### src/hw/dtx_regs.vh
// Constants of the data transfer execution unit
// What this block does
// - The timer read copies the full 16-bit timer count into the addressed RAM word and leaves every flag alone.
// - The timer write loads the 16-bit timer from the addressed RAM word and changes no flag.
// - The exchange swaps the accumulator and the addressed byte in one operation with all flags unchanged.
// - The pop first lowers the stack pointer by 2, then restores accumulator and all four flags from the two bytes there.
// - The push stores flags and accumulator at the stack pointer, then raises it by 2, changing no flag.
// - The indirect store writes the accumulator to the byte a RAM byte pointer names, in two cycles, flags kept.
// - The indirect load reads the byte a RAM byte pointer names into the accumulator, in three cycles, flags kept.
`ifndef DTX_REGS_VH
`define DTX_REGS_VH

// Operation codes on op_code
`define DTX_OP_TMR_READ 3'h0
`define DTX_OP_TMR_WRITE 3'h1
`define DTX_OP_EXCHANGE 3'h2
`define DTX_OP_POP 3'h3
`define DTX_OP_PUSH 3'h4
`define DTX_OP_IND_STORE 3'h5
`define DTX_OP_IND_LOAD 3'h6

// Flag bit positions inside the flag byte
`define DTX_FLAG_Z 0
`define DTX_FLAG_C 1
`define DTX_FLAG_AC 2
`define DTX_FLAG_OV 3

// Reset values
`define DTX_ACC_RESET 8'h00
`define DTX_FLAG_RESET 4'h0
`define DTX_SP_RESET 8'h00

// Stack pointer step per push or pop
`define DTX_SP_STEP 8'h02

`endif

### src/hw/dtx_stack_ptr.v
// Stack pointer register with load and step by two
`timescale 1ns/1ps
`include "dtx_regs.vh"

module dtx_stack_ptr (
	input wire core_clk,
	input wire rst,
	input wire load,
	input wire [7:0] load_val,
	input wire step_up,
	input wire step_down,
	output reg [7:0] sp
);

always @(posedge core_clk) begin
	if (rst) begin
		sp <= `DTX_SP_RESET;
	end else if (step_down) begin
		sp <= sp - `DTX_SP_STEP;
	end else if (step_up) begin
		sp <= sp + `DTX_SP_STEP;
	end else if (load) begin
		sp <= load_val;
	end
end

endmodule // dtx_stack_ptr

### src/hw/dtx_exec_unit.v
// Execution unit for timer, exchange, stack and indirect transfers
`timescale 1ns/1ps
`include "dtx_regs.vh"

module dtx_exec_unit (
	input wire core_clk,
	input wire rst,
	input wire op_valid,
	input wire [2:0] op_code,
	input wire [7:0] op_addr,
	input wire ext_acc_wr,
	input wire [7:0] ext_acc_val,
	input wire ext_flag_wr,
	input wire [3:0] ext_flag_val,
	input wire ext_sp_wr,
	input wire [7:0] ext_sp_val,
	input wire [7:0] mem_rd_data,
	input wire [15:0] timer_count,
	output reg busy,
	output reg op_done,
	output reg [7:0] acc,
	output reg [3:0] flags,
	output wire [7:0] sp,
	output reg [7:0] mem_addr,
	output reg mem_wr_en,
	output reg [7:0] mem_wr_data,
	output reg mem_rd_en,
	output reg timer_load,
	output reg [15:0] timer_load_val
);

localparam ST_IDLE = 3'h0;
localparam ST_WRITE_HI = 3'h1;
localparam ST_READ_HI = 3'h2;
localparam ST_READ_FIN = 3'h3;
localparam ST_READ_ONE = 3'h4;
localparam ST_READ_LAST = 3'h5;

reg [2:0] state;
reg [2:0] op;
reg [7:0] base;
reg [15:0] cap;
reg [7:0] lo_byte;
reg sp_up;
reg sp_down;
wire accept;
wire idle_ext;
wire [7:0] sp_now;
wire [7:0] sp_less;
wire [7:0] base_next;

assign accept = (state == ST_IDLE) && op_valid;
assign idle_ext = (state == ST_IDLE) && !op_valid;
// Push step may still be pending when the next op is taken
assign sp_now = sp_up ? sp + `DTX_SP_STEP : sp;
assign sp_less = sp_now - `DTX_SP_STEP;
assign base_next = base + 8'h01;

////////////////////////////////////////////////////////////////////////
// Stack pointer

dtx_stack_ptr u_sp (
	.core_clk(core_clk),
	.rst(rst),
	.load(ext_sp_wr && idle_ext),
	.load_val(ext_sp_val),
	.step_up(sp_up),
	.step_down(sp_down),
	.sp(sp)
);

////////////////////////////////////////////////////////////////////////
// Sequencer

always @(posedge core_clk) begin
	if (rst) begin
		state <= ST_IDLE;
		op <= 3'h0;
		base <= 8'h00;
		cap <= 16'h0000;
		lo_byte <= 8'h00;
		busy <= 1'b0;
		op_done <= 1'b0;
		acc <= `DTX_ACC_RESET;
		flags <= `DTX_FLAG_RESET;
		mem_addr <= 8'h00;
		mem_wr_en <= 1'b0;
		mem_wr_data <= 8'h00;
		mem_rd_en <= 1'b0;
		timer_load <= 1'b0;
		timer_load_val <= 16'h0000;
		sp_up <= 1'b0;
		sp_down <= 1'b0;
	end else begin
		op_done <= 1'b0;
		mem_wr_en <= 1'b0;
		mem_rd_en <= 1'b0;
		timer_load <= 1'b0;
		sp_up <= 1'b0;
		sp_down <= 1'b0;
		case (state)
		ST_IDLE: begin
			if (ext_acc_wr && idle_ext) begin
				acc <= ext_acc_val;
			end
			if (ext_flag_wr && idle_ext) begin
				flags <= ext_flag_val;
			end
			if (accept) begin
				op <= op_code;
				base <= op_addr;
				busy <= 1'b1;
				case (op_code)
				`DTX_OP_TMR_READ: begin
					cap <= timer_count;
					mem_addr <= op_addr;
					mem_wr_data <= timer_count[7:0];
					mem_wr_en <= 1'b1;
					state <= ST_WRITE_HI;
				end
				`DTX_OP_TMR_WRITE: begin
					mem_addr <= op_addr;
					mem_rd_en <= 1'b1;
					state <= ST_READ_HI;
				end
				`DTX_OP_POP: begin
					sp_down <= 1'b1;
					base <= sp_less;
					mem_addr <= sp_less;
					mem_rd_en <= 1'b1;
					state <= ST_READ_HI;
				end
				`DTX_OP_PUSH: begin
					cap <= {4'h0, flags, acc};
					base <= sp_now;
					mem_addr <= sp_now;
					mem_wr_data <= acc;
					mem_wr_en <= 1'b1;
					state <= ST_WRITE_HI;
				end
				`DTX_OP_EXCHANGE, `DTX_OP_IND_STORE,
				`DTX_OP_IND_LOAD: begin
					mem_addr <= op_addr;
					mem_rd_en <= 1'b1;
					state <= ST_READ_ONE;
				end
				default: begin
					// Unused code completes at once
					busy <= 1'b0;
					op_done <= 1'b1;
				end
				endcase
			end
		end
		ST_WRITE_HI: begin
			mem_addr <= base_next;
			mem_wr_data <= cap[15:8];
			mem_wr_en <= 1'b1;
			if (op == `DTX_OP_PUSH) begin
				sp_up <= 1'b1;
			end
			busy <= 1'b0;
			op_done <= 1'b1;
			state <= ST_IDLE;
		end
		ST_READ_HI: begin
			lo_byte <= mem_rd_data;
			mem_addr <= base_next;
			mem_rd_en <= 1'b1;
			state <= ST_READ_FIN;
		end
		ST_READ_FIN: begin
			if (op == `DTX_OP_TMR_WRITE) begin
				timer_load <= 1'b1;
				timer_load_val <= {mem_rd_data, lo_byte};
			end else begin
				acc <= lo_byte;
				flags <= mem_rd_data[3:0];
			end
			busy <= 1'b0;
			op_done <= 1'b1;
			state <= ST_IDLE;
		end
		ST_READ_ONE: begin
			if (op == `DTX_OP_EXCHANGE) begin
				acc <= mem_rd_data;
				mem_addr <= base;
				mem_wr_data <= acc;
				mem_wr_en <= 1'b1;
				busy <= 1'b0;
				op_done <= 1'b1;
				state <= ST_IDLE;
			end else if (op == `DTX_OP_IND_STORE) begin
				mem_addr <= mem_rd_data;
				mem_wr_data <= acc;
				mem_wr_en <= 1'b1;
				busy <= 1'b0;
				op_done <= 1'b1;
				state <= ST_IDLE;
			end else begin
				mem_addr <= mem_rd_data;
				mem_rd_en <= 1'b1;
				state <= ST_READ_LAST;
			end
		end
		ST_READ_LAST: begin
			acc <= mem_rd_data;
			busy <= 1'b0;
			op_done <= 1'b1;
			state <= ST_IDLE;
		end
		default: begin
			busy <= 1'b0;
			state <= ST_IDLE;
		end
		endcase
	end
end

endmodule // dtx_exec_unit

### config.mk
export PLATFORM = sky130hd
export DESIGN_NAME = dtx_exec_unit
export DESIGN_NICKNAME = d
export VERILOG_FILES = /design/src/hw/dtx_stack_ptr.v /design/src/hw/dtx_exec_unit.v
export VERILOG_INCLUDE_DIRS = /design/src /design/src/hw
export SDC_FILE = /design/constraint.sdc
export NUM_CORES = 1
export LEC_CHECK = 0
export ABC_AREA = 1
export CORE_MARGIN = 5
export CORE_UTILIZATION = 30
export CTS_CLUSTER_SIZE = 16
export DETAILED_ROUTE_END_ITERATION = 12
export DONT_BUFFER_PORTS = 1
export PLACE_DENSITY = 0.43
export SLEW_MARGIN = 20
export SYNTH_ARGS = -nofsm -noshare
export SYNTH_HDL_FRONTEND = slang
export SYNTH_SLANG_ARGS = --single-unit
### constraint.sdc
create_clock -name core_clk -period 2.65 [get_ports core_clk]
set_clock_uncertainty 0.05 [all_clocks]
set_input_delay 0.53 -clock core_clk [delete_from_list [all_inputs] [get_ports core_clk]]
set_output_delay 0.53 -clock core_clk [all_outputs]
set_load 0.02 [all_outputs]
==> flow_summary.toml, run 1 <==
[run_status]
status = "completed"

[setup_path]
reg2reg_setup_slack_ps = 460
reg2reg_depth = 10
crit_path_top_delay_cell = "dfxtp_1"
cp_common_cell = "nor2_1"
required_ps = 2840
crit_path_max_incr_delay_ps = 340
path_class = "flop to flop"
path_cells = "nor2_1, inv_2, nor2_4, inv_4, nor2_1, nand2_1, nand2_1, inv_1, a221oi_1, nor2_1"
crit_path_end = "u_sp.sp[2]"
worstSetupEndpointType = "flop"
crit_path_start = "state[0]"
r2r-end = "u_sp.sp[2]"
reg2reg_from = "state[0]"
crit_arrival_ps = 2380
critPathLaunchType = "flop"
cp_max_fo = 10

[floorplanning]
row_count = 46
die_h_um = 136.3
io_pins = 118
die_area_mm2 = 0.01858
core_mm2 = 0.01577
die_width_um = 136.3
start_util_pct = 30.36

[synthesis]
syn_inst = 684
synth_top_family_by_area = "compound AO/OA/AOI/OAI gates"
yosysSeqAreaShare_pct = 37.22
avgSynthCellArea_um2 = 6.999
syn-num-nets = 749
synth_seq_cells = 89
synth-compound-area-share_pct = 26.66
synth_mux_area_share_pct = 0
yosys.area_share.simple_pct = 22.90
yosys.area_share.xor_xnor_pct = 1.281
synth_fa_ha_area_share_pct = 1.045
syn_area_mm2 = 0.004787
ys_types = 43
ys.warnings.count = 0

[pwr]
pwr-share-comb_pct = 24.9
leakagePower_nw = 2.120
power_per_cell_area_mw_per_mm2 = 793.9
intPower_w = 0.002618
seqPwrFrac_pct = 43.7
switchingPower_w = 0.001609
pwr-share-clk_pct = 31.4
peakVddDrop_mv = 0.3194
p_sw_share_pct = 38.06

[routing]
wirelength_mm = 16.29
drc_errors = 0
first_pass_iters = 6
vias = 4563
ant_nets = 0
vias_per_cell = 5.048
first_iter_violations = 276
wl_per_cell_um = 18.02

[global_routing]
grt.total_usage_pct = 17.70
grt_overflow_total = 0
grt_pass1_vias = 4403
grt_first_pass_wirelength_mm = 25.26
antenna_found_initial = 0
grt_max_degree = 44

[clocking]
postCtsHoldBufs = 0
path_clk_slew_ps = 70
clock_latency_ps = 350
cts.sinks = 89
cts_made_buffers = 9
clockBufferDepth = 2
post_cts_resized = 0
root_buffer = "clkbuf_16"
post_cts_buffers = 0
cts_tree = "done"
h-tree-depth = 3

[timing]
worst_hold_slack_ps = 189.8
slew_viol_final = 0
clock.fmax_mhz = 456.8
hold_viol_final = 0
period_minus_slack_ps = 2189
tightestPinTransition_ps = 784.0
timing.final.crit_share_pct = 82.61
rsz0062_at_grt = "no"
relSlewSlack_pct = 47.73
finalSetupTns_ps = 0
fin_ws_ps = 460.9
setup-violations-final = 0

[placement]
hpwl_mm = 12.66
place_area_mm2 = 0.005015
port_buffers = 0
place.gp.congestion = 0.8723
pre_cts_slack_ps = 469.5

[finish]
layout-drive-gt1-share_pct = 9.898
final_cell_area_mm2 = 0.005324
final_common_cell = "nand2_1"
fill_cells = 1743
nNetsFinal = 747
mostFrequentLayoutCells = "nand2_1, dfxtp_1, inv_1, o21ai_0, a21oi_1"
synthToLayoutAreaGrowth_pct = 11.21

[worst_hold_path]
hold_class = "input port to flop"
hold_depth = 1

[job]
drv_cap = 0
how the worst min path moves through the flow:
stage                     startpoint          to  slack (ps)
after floorplan              cap[12]     cap[12]         380
after global placement       cap[15]     cap[15]         410
after detailed placement     cap[15]     cap[15]         400
after CTS                        rst  u_sp.sp[1]         170
after global routing             rst  u_sp.sp[1]         170
final                            rst  u_sp.sp[1]         190
metal layers:
layer | global-route usage [%] | routed length, um | up-vias
li1 | - | - | 2332
met3 | 6.958 | 1453 | 8
met5 | 0 | 0 | -
met2 | 26.80 | 7221 | 146
met4 | 3.359 | 111 | 0
met1 | 24.04 | 7500 | 2077
logic make-up (layout without fill, tap and decap cells):
logic type / after synthesis / count (layout)
adders and majority gates: 4 / 4
buffers and inverters: 123 / 126
and+or+nand+nor: 238 / 238
DFF: 89 / 89
AOI/OAI and AO/OA: 223 / 223
other: 0 / 1
xor gates and xnor gates: 7 / 7
registers in the layout (all words and copies together) (netlist names), 3 cells and up:
| name | cells |
|---|---|
| acc | 8 |
| base | 8 |
| cap | 8 |
| flags | 4 |
| lo_byte | 8 |
| mem_addr | 8 |
| mem_wr_data | 8 |
| op | 3 |
| state | 3 |
| timer_load_val | 16 |
| u_sp.sp | 8 |
Yosys cell counts, drive strengths merged:
cell type / instances / area, um^2
inv: 95 / 366.6
a21oi: 63 / 322.8
o211ai: 3 / 22.52
o22ai: 2 / 12.51
a221oi: 4 / 35.03
nand3b: 1 / 7.510
xor2: 5 / 43.79
nor3: 13 / 92.59
nand2: 116 / 440.4
xnor2: 2 / 17.52
o21a: 1 / 7.510
nand3: 46 / 247.7
o21ai: 106 / 530.5
nand4: 3 / 18.77
nor4: 2 / 27.53
dfxtp: 89 / 1782
nor3b: 1 / 7.510
clkbuf: 15 / 56.30
buf: 13 / 98.85
a211oi: 4 / 30.03
a31oi: 20 / 125.1
ha: 4 / 50.05
a41oi: 8 / 85.08
o221ai: 12 / 105.1
nor2: 56 / 254.0
per-stage QoR:
stage          util, %  cells  total power [W]
2_1_floorplan        -    684         0.002638
4_1_cts          33.74    903         0.004269
3_3_place_gp     31.80    887         0.002921
3_5_place_dp     31.80    887         0.002923
5_1_grt          33.74    903         0.004499
6_report         33.76    904         0.004227
worst max-delay path: cells and delay by family, from the launching register on:
family | cells | cell delay (ps)
compound gates | 1 | 240
buf+inv | 3 | 260
flops | 1 | 340
simple gates | 6 | 1190
layout make-up:
cell class	count	area (um^2)	share of cell area [%]
Antenna cell	1	2.502	0.04700
Clock buffer	10	239.0	4.489
Clock inverter	6	67.56	1.269
Inverter	95	366.6	6.886
Multi-Input combinational cell	472	2484	46.65
Sequential cell	89	1782	33.47
Tap cell	216	270.3	5.076
Timing Repair Buffer	15	112.6	2.115
power by group through the flow:
stage                     Sequential (W)  Combinational, W  Clock, W
after floorplan                  0.00181          0.000828         0
after global placement           0.00188           0.00104         0
after detailed placement         0.00188           0.00104         0
after CTS                        0.00185           0.00105   0.00137
after global routing             0.00187           0.00120   0.00143
final                            0.00185           0.00105   0.00133
Note: power is estimated with default switching activity, not from simulation.
==> run 2: changes to the inputs <==
clock period = 2.3 ns   (was 2.65 ns; I/O delays follow)
==> flow_summary.toml, run 2 (synthesis gave the netlist of run 1 again) <==
[run_status]
status = "completed"

[setup_path]
reg2reg_from = "u_sp.sp[2]"
reg2reg_depth = 11
crit_arrival_ps = 2320
reg2reg_setup_slack_ps = 190
required_ps = 2520
worstSetupEndpointType = "flop"
path_class = "flop to flop"
cp_max_fo = 4
r2r-end = "base[5]"
critPathLaunchType = "flop"

[worst_hold_path]
hold_class = "input port to flop"
hold_depth = 1
worstHoldStart = "rst"
min_to = "mem_wr_en"

[global_routing]
grt_max_degree = 35
grt_overflow_total = 0
grt_pass1_vias = 4429
antenna_found_initial = 0
grt_first_pass_wirelength_mm = 25.35
grt.total_usage_pct = 17.76

[pwr]
peakVddDrop_mv = 0.3295
power_per_cell_area_mw_per_mm2 = 908.9
leakagePower_nw = 2.217

[routing]
first_pass_iters = 5
vias_per_cell = 5.105
wirelength_mm = 16.45
first_iter_violations = 243
wl_per_cell_um = 17.88
vias = 4697
drc_errors = 0
ant_nets = 0

[floorplanning]
io_pins = 118
row_count = 46
die_area_mm2 = 0.01858
start_util_pct = 30.36
die_h_um = 136.3
core_mm2 = 0.01577
die_width_um = 136.3

[timing]
relSlewSlack_pct = 56.40
tightestPinTransition_ps = 653.0
timing.final.crit_share_pct = 91.57
setup-violations-final = 0
hold_viol_final = 0
period_minus_slack_ps = 2106
clock.fmax_mhz = 474.8
rsz0062_at_grt = "no"
finalSetupTns_ps = 0
slew_viol_final = 0

[finish]
mostFrequentLayoutCells = "nand2_1, dfxtp_1, inv_1, o21ai_0, a21oi_1"
synthToLayoutAreaGrowth_pct = 14.61
diodes = 0
layout-drive-gt1-share_pct = 12.93
nNetsFinal = 764
largest_reg_flops = 16
final_cells = 920
largest_register = "timer_load_val"
final_common_cell = "nand2_1"

[clocking]
cts_made_buffers = 9
root_buffer = "clkbuf_16"
cts_tree = "done"
clock_latency_ps = 350
clockBufferDepth = 2
cts.sinks = 89
h-tree-depth = 3
path_clk_slew_ps = 70

[placement]
hpwl_mm = 12.69
place.gp.congestion = 0.8353
dp.cells = 902
port_buffers = 0

[job]
drv_cap = 0
run 2: per-stage QoR:
| stage | area (um^2) | hold slack [ps] | power [W] | worst slack (ps) | utilization [%] |
|---|---|---|---|---|---|
| after floorplan | 4787 | 383.4 | 0.003039 | 108.9 | - |
| after global placement | 5140 | 401.5 | 0.003421 | 216.0 | 32.59 |
| after detailed placement | 5140 | 401.4 | 0.003421 | 210.5 | 32.59 |
| after CTS | 5451 | 108.1 | 0.005006 | 175.6 | 34.57 |
| after global routing | 5487 | 104.9 | 0.005290 | 4.203 | 34.79 |
| final | 5487 | 125.8 | 0.004987 | 194.0 | 34.79 |
run 2: final cells by class:
type,count,area (um^2)
Multi-Input combinational cell,472,2504
Fill cell,1715,10280
Sequential cell,89,1782
Inverter,95,366.6
Timing Repair Buffer,32,252.7
Clock buffer,9,225.2
Clock inverter,7,86.33
Tap cell,216,270.3
run 2: how the worst max path moves through the flow:
stage,from,to,slack (ps),cells after the start
after floorplan,u_sp.sp[1],mem_addr[5],110,12
after global placement,u_sp.sp[1],mem_addr[5],220,10
after detailed placement,u_sp.sp[2],mem_addr[7],210,13
after CTS,u_sp.sp[2],mem_addr[7],180,13
after global routing,u_sp.sp[1],mem_addr[6],4,14
final,u_sp.sp[2],base[5],190,11
run 2: power breakdown:
group          switching [W]  internal [W]  leakage (nW)  total [W]
Clock               0.000705      0.000866         0.150    0.00157
Sequential          0.000360       0.00175         0.729    0.00211
Combinational       0.000854      0.000449          1.34    0.00130
run 2: layer usage:
metal  up-vias  wire [um]  GRT usage [%]
met3        13       1531          7.254
met2       134       6955          25.76
li1       2379          -              -
met5         -          0              0
met4         0        193          4.647
met1      2171       7771          24.36
run 2: worst max-delay path, cell delays in order (launching register included):
cell and delay [ps]:
dfxtp_1 340, inv_1 80, ha_1 290, nand2_1 90, o21a_1 200, ha_2 210
nand3_2 100, nor2_2 160, xor2_1 210, buf_4 140, nand2_1 40, a41oi_1 130
run 2: repair_timing:
action,CTS,global route
gates resized for setup,0,6
hold endpoints to repair,0,0
endpoints found under the setup margin,0,3
hold buffers,0,0
setup buffers,0,2
==> run 3: changes to the inputs <==
--- a/config.mk
+++ b/config.mk
@@ -9,3 +9,3 @@
 export ABC_AREA = 1
-export CORE_MARGIN = 5
+export CORE_MARGIN = 3
 export CORE_UTILIZATION = 30
==> constraint.sdc (replaced) <==
create_clock -name core_clk -period 2.3 [get_ports core_clk]
set_clock_uncertainty 0.05 [all_clocks]
set_input_delay 0.115 -clock core_clk [delete_from_list [all_inputs] [get_ports core_clk]]
set_output_delay 0.115 -clock core_clk [all_outputs]
set_load 0.02 [all_outputs]
==> flow_summary.toml, run 3 (synthesis gave the netlist of run 1 again) <==
[routing]
first_iter_violations = 336
vias = 4901
first_pass_iters = 5
ant_nets = 0
wirelength_mm = 16.64
vias_per_cell = 5.137
drc_errors = 0
wl_per_cell_um = 17.44

[finish]
layout-drive-gt1-share_pct = 11.84
diodes = 0
final_cell_area_mm2 = 0.005882
nNetsFinal = 803
largest_register = "timer_load_val"
mostFrequentLayoutCells = "nand2_1, dfxtp_1, inv_1, o21ai_0, a21oi_1"
fill_cells = 1687
largest_reg_flops = 16
final_common_cell = "nand2_1"
fin_util_pct = 38.13
final_cells = 954
synthToLayoutAreaGrowth_pct = 22.87

[timing]
tightestPinTransition_ps = 701.3
hold_viol_final = 0
slew_viol_final = 0
timing.final.crit_share_pct = 90.91
period_minus_slack_ps = 2091
clock.fmax_mhz = 478.2
setup-violations-final = 0
relSlewSlack_pct = 53.09

[floorplanning]
die_area_mm2 = 0.01751
io_pins = 118
start_util_pct = 31.03
core_mm2 = 0.01543
die_width_um = 132.3
row_count = 45
die_h_um = 132.3

[pwr]
leakagePower_nw = 2.374
intPower_w = 0.003101
pwr-share-clk_pct = 31.1
seqPwrFrac_pct = 41.7
power_w = 0.005040
p_sw_share_pct = 38.47
power_per_cell_area_mw_per_mm2 = 856.9
switchingPower_w = 0.001939
peakVddDrop_mv = 0.4316
pwr-share-comb_pct = 27.2

[setup_path]
cp_max_fo = 3
path_class = "flop to flop"
reg2reg_setup_slack_ps = 210
required_ps = 2500
crit_arrival_ps = 2290
critPathLaunchType = "flop"
worstSetupEndpointType = "flop"

[clocking]
clock_latency_ps = 360
h-tree-depth = 3
clockBufferDepth = 2
root_buffer = "clkbuf_16"
path_clk_slew_ps = 80
cts_tree = "done"
cts.sinks = 89
cts_made_buffers = 9

[global_routing]
grt_first_pass_wirelength_mm = 26.36
antenna_found_initial = 0
grt_max_degree = 28
grt_overflow_total = 0
grt_pass1_vias = 4621
grt.total_usage_pct = 18.92

[placement]
port_buffers = 0
place_area_mm2 = 0.005099
hpwl_mm = 12.38
dp.cells = 894
place.gp.congestion = 0.7996

[worst_hold_path]
hold_class = "input port to flop"

[run_status]
status = "completed"

[job]
drv_cap = 0
[run 3: repair_timing]
action | in CTS | in global routing
hold buffers | 43 | 0
gates resized for setup | 0 | 9
endpoints found under the setup margin | 0 | 5
buffers inserted | 0 | 1
hold endpoints to repair | 60 | 0
[run 3: layout make-up]
cell class,count,area [um^2],share of cell area (%)
sequential,89,1782,30.29
clock buffer,9,225.2,3.829
inverter,95,366.6,6.233
timing repair buffer,71,640.6,10.89
multi-input combinational,472,2520,42.84
tap,211,264.0,4.488
clock inverter,7,83.83,1.425
[run 3: worst paths after layout]
path / from / end / cells after the start
setup reg to reg: u_sp.sp[1] / mem_addr[7] / 14
hold reg to reg: cap[15] / cap[15] / 2
hold / removal: op_addr[0] / base[0] / 4
setup / recovery: u_sp.sp[1] / mem_addr[7] / 14
[run 3: worst max-delay path, stage by stage, from the launching register on]
cell     delay, ps
dfxtp_1        340
inv_1           60
ha_1           300
nand2_1         90
o21a_1         180
ha_1           180
nand3_1        140
inv_1          120
nand3_1         70
nor2_1          90
nand3_1         90
nand3_1         90
nand2_1         50
nand2_1         50
a21oi_1         60
[run 3: through the flow]
stage | setup TNS [ps] | worst slack (ps) | hold slack [ps]
finish | 0 | 209.0 | 11.04
global route | -20.12 | -14.50 | 28.90
CTS | 0 | 128.8 | 1.094
detailed placement | 0 | 165.3 | 140.8
global placement | 0 | 180.6 | 138.8
floorplan | 0 | 108.9 | 143.1
[run 3: routing by layer]
metal | track usage (%) | part of all wire (%) | vias up
li1 | - | - | 2447
met1 | 27.06 | 47 | 2272
met2 | 27.20 | 43 | 166
met3 | 6.641 | 8.5 | 16
met4 | 4.561 | 1.2 | 0
met5 | 0 | 0 | -
[run 3: power by group through the flow]
| stage | combinational, W | clock [W] | sequential (W) |
|---|---|---|---|
| 2_1_floorplan | 0.000954 | 0 | 0.00209 |
| 3_3_place_gp | 0.00127 | 0 | 0.00215 |
| 3_5_place_dp | 0.00127 | 0 | 0.00214 |
| 4_1_cts | 0.00135 | 0.00161 | 0.00211 |
| 5_1_grt | 0.00154 | 0.00167 | 0.00213 |
| 6_report | 0.00137 | 0.00157 | 0.00210 |
